`src/design/cfs_pkg.sv`:
```
// Constants and types for the CPU flag register and the bank map.
// Assumes one CPU clock with a synchronous, active-high reset.
//
// Behaviour
// - Clear-file on flags: upper zero, zero set
// - Carry and nibble carry act as borrows
// - Nibble carry is carry out of bit 3
// - Carry is carry out of bit 7
// - Borrow polarity inverted: one means no borrow
// - Subtract by adding two's complement operand
// - Offsets 0Ch to 1Fh are peripheral registers
// - Up to 80 RAM bytes follow peripherals
// - Top 16 bytes are shared common RAM
// - General RAM also reachable as linear space
// - Same partitioning in banks 0 to 31
// - Flag-affecting op suppresses write to flags
// - Time-out and power-down ignore software writes
// - 12-bit address: 5 bank, 7 offset
// - First 12 offsets are core registers everywhere
package cfs_pkg;

  // ----------------------------------------------------------------
  // Flag register layout
  // ----------------------------------------------------------------
  localparam int CFS_C_BIT = 0;
  localparam int CFS_DC_BIT = 1;
  localparam int CFS_Z_BIT = 2;
  localparam int CFS_PD_BIT = 3;
  localparam int CFS_TO_BIT = 4;
  localparam logic [2:0] CFS_ARITH_RST = 3'h0;
  localparam logic CFS_TO_RST = 1'h1;
  localparam logic CFS_PD_RST = 1'h1;

  // ----------------------------------------------------------------
  // Address split and bank partitioning
  // ----------------------------------------------------------------
  localparam int CFS_ADDR_W = 12;
  localparam int CFS_BANK_W = 5;
  localparam int CFS_OFS_W = 7;
  localparam logic [6:0] CFS_FLAGS_OFS = 7'h03;
  localparam logic [6:0] CFS_SFR_FIRST = 7'h0C;
  localparam logic [6:0] CFS_RAM_FIRST = 7'h20;
  localparam logic [6:0] CFS_COMMON_FIRST = 7'h70;
  localparam logic [11:0] CFS_RAM_BYTES = 12'h050;

  // ----------------------------------------------------------------
  // Types
  // ----------------------------------------------------------------
  typedef enum logic [1:0] {
    CFS_RGN_CORE,
    CFS_RGN_PERIPH,
    CFS_RGN_RAM,
    CFS_RGN_COMMON
  } cfs_region_t;

  typedef enum logic [2:0] {
    CFS_OP_NONE,
    CFS_OP_ADD,
    CFS_OP_SUB,
    CFS_OP_AND,
    CFS_OP_IOR,
    CFS_OP_XOR,
    CFS_OP_CLR
  } cfs_op_t;

endpackage

```
`src/design/cfs_map_if.sv`:
```
// Carrier between the flag block and its bank address decoder.
// Assumes the decoder is purely combinational.
`timescale 1ns/1ps
interface cfs_map_if;
  logic [11:0] addr;
  logic [4:0] bank;
  logic [6:0] offset;
  cfs_pkg::cfs_region_t region;
  logic [6:0] local_idx;
  logic [11:0] linear;

  modport decoder (
    input addr,
    output bank,
    output offset,
    output region,
    output local_idx,
    output linear
  );
  modport user (
    output addr,
    input bank,
    input offset,
    input region,
    input local_idx,
    input linear
  );
endinterface

```
`src/design/cfs_bank_map.sv`:
```
// Bank address decoder: splits a data address into bank and offset.
// Assumes the user drives addr; results are combinational.
`timescale 1ns/1ps
module cfs_bank_map (
  // Decoder side of the carrier
  cfs_map_if.decoder map
);

  // ----------------------------------------------------------------
  // Decode
  // ----------------------------------------------------------------
  logic [11:0] bank_base;

  assign map.bank = map.addr[11:7];
  assign map.offset = map.addr[6:0];
  assign bank_base = 12'(map.bank) * cfs_pkg::CFS_RAM_BYTES;

  always_comb begin
    // Same split applies to every bank
    if (map.offset < cfs_pkg::CFS_SFR_FIRST) begin
      map.region = cfs_pkg::CFS_RGN_CORE;
      map.local_idx = map.offset;
      map.linear = 12'h000;
    end else if (map.offset < cfs_pkg::CFS_RAM_FIRST) begin
      map.region = cfs_pkg::CFS_RGN_PERIPH;
      map.local_idx = map.offset - cfs_pkg::CFS_SFR_FIRST;
      map.linear = 12'h000;
    end else if (map.offset < cfs_pkg::CFS_COMMON_FIRST) begin
      map.region = cfs_pkg::CFS_RGN_RAM;
      map.local_idx = map.offset - cfs_pkg::CFS_RAM_FIRST;
      map.linear = bank_base + 12'(map.local_idx);
    end else begin
      map.region = cfs_pkg::CFS_RGN_COMMON;
      map.local_idx = map.offset - cfs_pkg::CFS_COMMON_FIRST;
      map.linear = 12'h000;
    end
  end

endmodule // cfs_bank_map

```
`src/design/cfs_status_flags.sv`:
```
// CPU flag register with arithmetic flags, reset-cause flags and
// the registered bank map of the instruction's destination.
// Assumes the execution logic presents one instruction per EXEC.
`timescale 1ns/1ps
module cfs_status_flags #(
  parameter int BANKS = 32
) (
  // Clock, reset, enable
  input wire logic MCLK,
  input wire logic RST,
  input wire logic CE,
  // Instruction from execution logic
  input wire logic EXEC,
  input wire logic [2:0] OP,
  input wire logic [7:0] OPA,
  input wire logic [7:0] OPB,
  input wire logic DEST_WR,
  input wire logic [11:0] DEST_ADDR,
  // Hardware flag events
  input wire logic WDT_CLEAR,
  input wire logic SLEEP_EXEC,
  input wire logic WDT_TIMEOUT,
  // Flag register and result
  output logic [7:0] STATUS,
  output logic [7:0] RESULT,
  output logic RESULT_VALID,
  // Destination map
  output logic [1:0] REGION,
  output logic [4:0] BANK,
  output logic [6:0] LOCAL_IDX,
  output logic [11:0] LINEAR
);

  // ----------------------------------------------------------------
  // Elaboration check
  // ----------------------------------------------------------------
  if (BANKS < 1 || BANKS > 32) begin : g_bad_banks
    $error("BANKS must be 1 to 32");
  end

  // ----------------------------------------------------------------
  // Bank decoder
  // ----------------------------------------------------------------
  cfs_map_if map_bus ();
  cfs_bank_map u_map (
    .map(map_bus.decoder)
  );
  assign map_bus.addr = DEST_ADDR;

  // ----------------------------------------------------------------
  // Arithmetic
  // ----------------------------------------------------------------
  cfs_pkg::cfs_op_t op;
  logic [7:0] opb_eff;
  logic cin;
  logic [8:0] sum9;
  logic [4:0] nib5;
  logic [7:0] res;
  logic hits_flags;
  logic sets_carries;
  logic sets_zero;

  assign op = cfs_pkg::cfs_op_t'(OP);

  always_comb begin
    opb_eff = OPB;
    cin = 1'h0;
    if (op == cfs_pkg::CFS_OP_SUB) begin
      opb_eff = ~OPB;
      cin = 1'h1;
    end
    sum9 = {1'h0, OPA} + {1'h0, opb_eff} + {8'h00, cin};
    nib5 = {1'h0, OPA[3:0]} + {1'h0, opb_eff[3:0]} + {4'h0, cin};
    case (op)
      cfs_pkg::CFS_OP_ADD: res = sum9[7:0];
      cfs_pkg::CFS_OP_SUB: res = sum9[7:0];
      cfs_pkg::CFS_OP_AND: res = OPA & OPB;
      cfs_pkg::CFS_OP_IOR: res = OPA | OPB;
      cfs_pkg::CFS_OP_XOR: res = OPA ^ OPB;
      cfs_pkg::CFS_OP_CLR: res = 8'h00;
      default: res = OPA;
    endcase
  end

  assign sets_carries = (op == cfs_pkg::CFS_OP_ADD) ||
                        (op == cfs_pkg::CFS_OP_SUB);
  assign sets_zero = sets_carries || (op == cfs_pkg::CFS_OP_AND) ||
                     (op == cfs_pkg::CFS_OP_IOR) ||
                     (op == cfs_pkg::CFS_OP_XOR) ||
                     (op == cfs_pkg::CFS_OP_CLR);
  // Flag register seen at the same offset in every bank
  assign hits_flags = DEST_WR &&
                      (map_bus.offset == cfs_pkg::CFS_FLAGS_OFS);

  // ----------------------------------------------------------------
  // Arithmetic flags
  // ----------------------------------------------------------------
  logic z_r;
  logic dc_r;
  logic c_r;

  always_ff @(posedge MCLK) begin
    if (RST) begin
      {z_r, dc_r, c_r} <= cfs_pkg::CFS_ARITH_RST;
    end else if (CE && EXEC) begin
      if (sets_zero) begin
        z_r <= (res == 8'h00);
      end else if (hits_flags) begin
        z_r <= res[cfs_pkg::CFS_Z_BIT];
      end
      if (sets_carries) begin
        c_r <= sum9[8];
        dc_r <= nib5[4];
      end else if (hits_flags && !sets_zero) begin
        c_r <= res[cfs_pkg::CFS_C_BIT];
        dc_r <= res[cfs_pkg::CFS_DC_BIT];
      end
    end
  end

  // ----------------------------------------------------------------
  // Reset-cause flags, hardware only
  // ----------------------------------------------------------------
  logic to_n_r;
  logic pd_n_r;

  always_ff @(posedge MCLK) begin
    if (RST) begin
      to_n_r <= cfs_pkg::CFS_TO_RST;
      pd_n_r <= cfs_pkg::CFS_PD_RST;
    end else if (CE) begin
      if (WDT_TIMEOUT) begin
        to_n_r <= 1'h0;
      end else if (WDT_CLEAR || SLEEP_EXEC) begin
        to_n_r <= 1'h1;
      end
      if (SLEEP_EXEC) begin
        pd_n_r <= 1'h0;
      end else if (WDT_CLEAR) begin
        pd_n_r <= 1'h1;
      end
    end
  end

  // Unimplemented top bits are constant zero
  assign STATUS = {3'h0, to_n_r, pd_n_r, z_r, dc_r, c_r};

  // ----------------------------------------------------------------
  // Result and destination map
  // ----------------------------------------------------------------
  always_ff @(posedge MCLK) begin
    if (RST) begin
      RESULT <= 8'h00;
      RESULT_VALID <= 1'h0;
    end else if (CE) begin
      RESULT_VALID <= EXEC;
      if (EXEC) begin
        RESULT <= res;
      end
    end
  end

  always_ff @(posedge MCLK) begin
    if (RST) begin
      REGION <= 2'h0;
      BANK <= 5'h00;
      LOCAL_IDX <= 7'h00;
      LINEAR <= 12'h000;
    end else if (CE && EXEC) begin
      REGION <= map_bus.region;
      BANK <= map_bus.bank;
      LOCAL_IDX <= map_bus.local_idx;
      LINEAR <= map_bus.linear;
    end
  end

  logic quiet;
  assign quiet = !WDT_TIMEOUT && !WDT_CLEAR && !SLEEP_EXEC;
endmodule // cfs_status_flags

```
`config.mk`:
```
export PLATFORM = sky130hd
export DESIGN_NAME = cfs_status_flags
export DESIGN_NICKNAME = d
export VERILOG_FILES = /design/src/design/cfs_pkg.sv /design/src/design/cfs_map_if.sv /design/src/design/cfs_bank_map.sv /design/src/design/cfs_status_flags.sv
export SDC_FILE = /design/constraint.sdc
export NUM_CORES = 1
export LEC_CHECK = 0
export BUFFER_PORTS_ARGS = -buffer_cell sky130_fd_sc_hd__buf_2
export CAP_MARGIN = 15
export CORE_ASPECT_RATIO = 1.1
export CORE_MARGIN = 3
export CORE_UTILIZATION = 54
export DETAILED_ROUTE_END_ITERATION = 7
export PLACE_DENSITY_LB_ADDON = 0.15
export RECOVER_POWER = 100
export SKIP_LAST_GASP = 1
export SLEW_MARGIN = 30
export SYNTH_ARGS = -nofsm -noshare
export SYNTH_HDL_FRONTEND = slang
export SYNTH_SLANG_ARGS = --single-unit
```
`constraint.sdc`:
```
create_clock -name MCLK -period 3.91 [get_ports MCLK]
set_input_delay 0.1955 -clock MCLK [delete_from_list [all_inputs] [get_ports MCLK]]
set_output_delay 0.1955 -clock MCLK [all_outputs]
set_load 0.1 [all_outputs]
```
==> results.ini <==
[clock_tree]
ctsResizeCount = 0
numCtsBuffers = 5
cts_max_level = 2
clockBufferDepth = 2
clk_pin_slew_ns = 0.09
insertion_delay_ns = 0.30
cts_sinks = 40
cts_hold_buf = 0
root_buffer = clkbuf_8
postCtsSetupRepairBufs = 0
cts_tree = yes

[floorplanning]
fp.dieH_um = 86.97
core_area_um2 = 5570
chipWidth_um = 79.61
die_area_um2 = 6923
io_pins = 82
rows = 28
start_util = 0.5777

[drt]
dr.pass1.iters = 5
viasPerCell = 5.549
vias = 2991
drt_wl_total_um = 7845
ant_nets = 0
drc_errors = 0
wl_per_cell_um = 14.55
drtIter0Drc = 165

[timing]
hold_ws_ns = 0.1511
worstMarginPinSlew_ns = 1.706
rsz0062_at_grt = false
clock-skew-final_ns = 0
setup_slack_ns = 0.6939
setup_viol_count_final = 0
tns_ns = 0
slew_viol_final = 43
clock.fmax_mhz = 310.9
finalCriticalPeriod_ns = 3.216
slew_headroom = -0.1373
finalCritPeriodShare = 0.8225
hold_viol = 0

[placement]
dpl.cell_count = 531
dp_hpwl_um = 6106
port_buffers = 78
dpl_worst_slack_ns = 0.7590
globalplace.congestion = 0.9174

[pwr]
power_mw = 1.313
p_seq_frac = 0.336
total_leakage_power_nw = 1.612
power_frac_clock = 0.274
p_per_area_nw_per_um2 = 361.7
netSwitchingPower_mw = 0.5358
peakVddDrop_v = 0.0002331
internal_power_mw = 0.7775
netSwitchingFraction = 0.4080
combPwrFrac = 0.389

[worst_setup_path]
startpoint_type = input port
ff2ff_setup_slack_ns = 2.62
crit_type = input port to register
cp-endpoint = z_r$_SDFFE_PP0P_
path_cells = buf_2 -> nand2b_1 -> nor2_1 -> clkbuf_1 -> xnor2_1 -> inv_1 -> fa_1 -> nand2b_1 -> a211oi_1 -> o311ai_0 -> a2111oi_0 -> o211ai_1 -> o31ai_1
crit_top_cell = nand2b_1
arrival_ns = 3.44
slowest_delay_ns = 0.55
cp_max_fo = 23
reg2reg_to = z_r$_SDFFE_PP0P_
rr_startpoint = z_r$_SDFFE_PP0P_
critPathRequiredTime_ns = 4.13
critPathCaptureType = register
cp_slowest_cell = fa_1
worstSetupStartpoint = OP[1]
ff2ff_path_depth = 4

[grt]
grt_pass1_wl_um = 13000
grt_pass1_vias = 2930
antenna_found_initial = 0
track_usage = 0.2318
grt_max_degree = 43
grt_overflow_total = 0

[synth]
async_reset_ff_frac = 0
yosysMostFrequentCell = ha_1
netlist_instances = 403
ys_top_cells_by_count = 43 x ha_1, 40 x dfxtp_1, 38 x nand2_1
yosysWarnings = 0
syn_area_um2 = 3218
synth_area_leaders = dfxtp_1 25%, ha_1 17%, a21oi_1 5.6%
ys_ff_latch = 40
synth_edf_count = 0
synth_top_area_frac = 0.2488
yosysSeqAreaShare = 0.2488
synth_ff_type = dfxtp_1
yosys.area.top_type = dfxtp_1
postSynthAreaPerCell_um2 = 7.985
yosysUniqueCellTypes = 60

[final_layout]
post_route_cells_drive_above_1_share = 0.1099
final_nets = 548
insertedDiodeCount = 0
final_cells = 539
n_fill_cell = 522
synthToLayoutAreaGrowth_pct = 12.83

[outcome]
run_status = finished, violations left
violations = max-capacitance violations, max-slew violations

[run]
cap_viol_max_count = 1

[min_path]
min_path_type = input port to register

-- cell usage in the layout (no fill, tap or decap), types with 3 or more instances in the layout --
cell type and instances:
clkbuf_1 44, ha_1 43, dfxtp_1 40, nand2_1 37, a21oi_1 36, inv_1 35, buf_2 35, nor2_1 33
o21ai_0 19, xnor2_1 15, a22oi_1 13, a211oi_1 11, nand2b_1 10, xor2_1 7, clkbuf_8 6, a21o_1 5
o22ai_1 5, or3_1 4, o211ai_1 4, nor3_1 4, nor2b_1 3, fa_1 3, conb_1 3
-- per-stage QoR --
| step | util | instance area, µm² |
|---|---|---|
| 2_1_floorplan | - | 3226 |
| 3_3_place_gp | 0.6413 | 3572 |
| 3_5_place_dp | 0.6417 | 3575 |
| 4_1_cts | 0.6635 | 3696 |
| 5_1_grt | 0.6518 | 3631 |
| 6_report | 0.6518 | 3631 |
-- kinds of logic (layout without fill, tap and decap cells) --
kind of cell | after synthesis | count (layout) | share of synthesized area
muxes | 3 | 3 | 0.009720
DFF | 40 | 40 | 0.2488
buffers and inverters | 64 | 123 | 0.08826
xor gates and xnor gates | 22 | 22 | 0.05988
adders and majority gates | 46 | 46 | 0.1858
other | 1 | 3 | 0.001165
AOI/OAI and AO/OA | 116 | 116 | 0.2391
and+or+nand+nor | 111 | 111 | 0.1672
-- sequential cells by signal, indices dropped and copies added (netlist names), 2 cells and up --
register   count
REGION         2
LOCAL_IDX      7
BANK           5
RESULT         8
LINEAR        12
-- power groups by stage --
stage | Clock [mW] | Combinational, mW | Sequential, mW
finish | 0.360 | 0.511 | 0.442
global route | 0.381 | 0.557 | 0.444
CTS | 0.371 | 0.521 | 0.441
detailed placement | 0 | 0.517 | 0.450
global placement | 0 | 0.511 | 0.450
floorplan | 0 | 0.273 | 0.595
-- area by class of cell --
| class | instances | area (µm²) | share of cell area |
|---|---|---|---|
| Clock inverter | 2 | 38.79 | 0.01068 |
| Timing Repair Buffer | 80 | 347.8 | 0.09580 |
| Inverter | 35 | 131.4 | 0.03618 |
| Tap cell | 75 | 93.84 | 0.02584 |
| Sequential cell | 40 | 800.8 | 0.2205 |
| Clock buffer | 6 | 82.58 | 0.02274 |
| Multi-Input combinational cell | 301 | 2136 | 0.5882 |
-- how the worst min path moves through the flow --
stage                           endpoint  cells after the start                 startpoint
4_1_cts        LOCAL_IDX[1]$_SDFFE_PP0P_                      3               DEST_ADDR[1]
6_report       LOCAL_IDX[1]$_SDFFE_PP0P_                      3               DEST_ADDR[1]
3_5_place_dp        BANK[4]$_SDFFE_PP0P_                      2       BANK[4]$_SDFFE_PP0P_
5_1_grt        LOCAL_IDX[1]$_SDFFE_PP0P_                      3               DEST_ADDR[1]
2_1_floorplan       BANK[0]$_SDFFE_PP0P_                      2               DEST_ADDR[7]
3_3_place_gp   LOCAL_IDX[5]$_SDFFE_PP0P_                      2  LOCAL_IDX[5]$_SDFFE_PP0P_
-- metal layers --
metal	GRT usage	wire (µm)
met3	0.03313	347
met2	0.4412	4127
met1	0.2570	3201
met5	0	0
met4	0.08594	169
-- worst max-delay path: cells and delay by family --
| family | cells | cell delay (ns) |
|---|---|---|
| compound gates | 5 | 1.37 |
| buf+inv | 3 | 0.80 |
| fa+ha+maj | 1 | 0.55 |
| simple gates | 3 | 0.31 |
| xor+xnor | 1 | 0.20 |
Note: power is estimated with default switching activity, not from simulation.
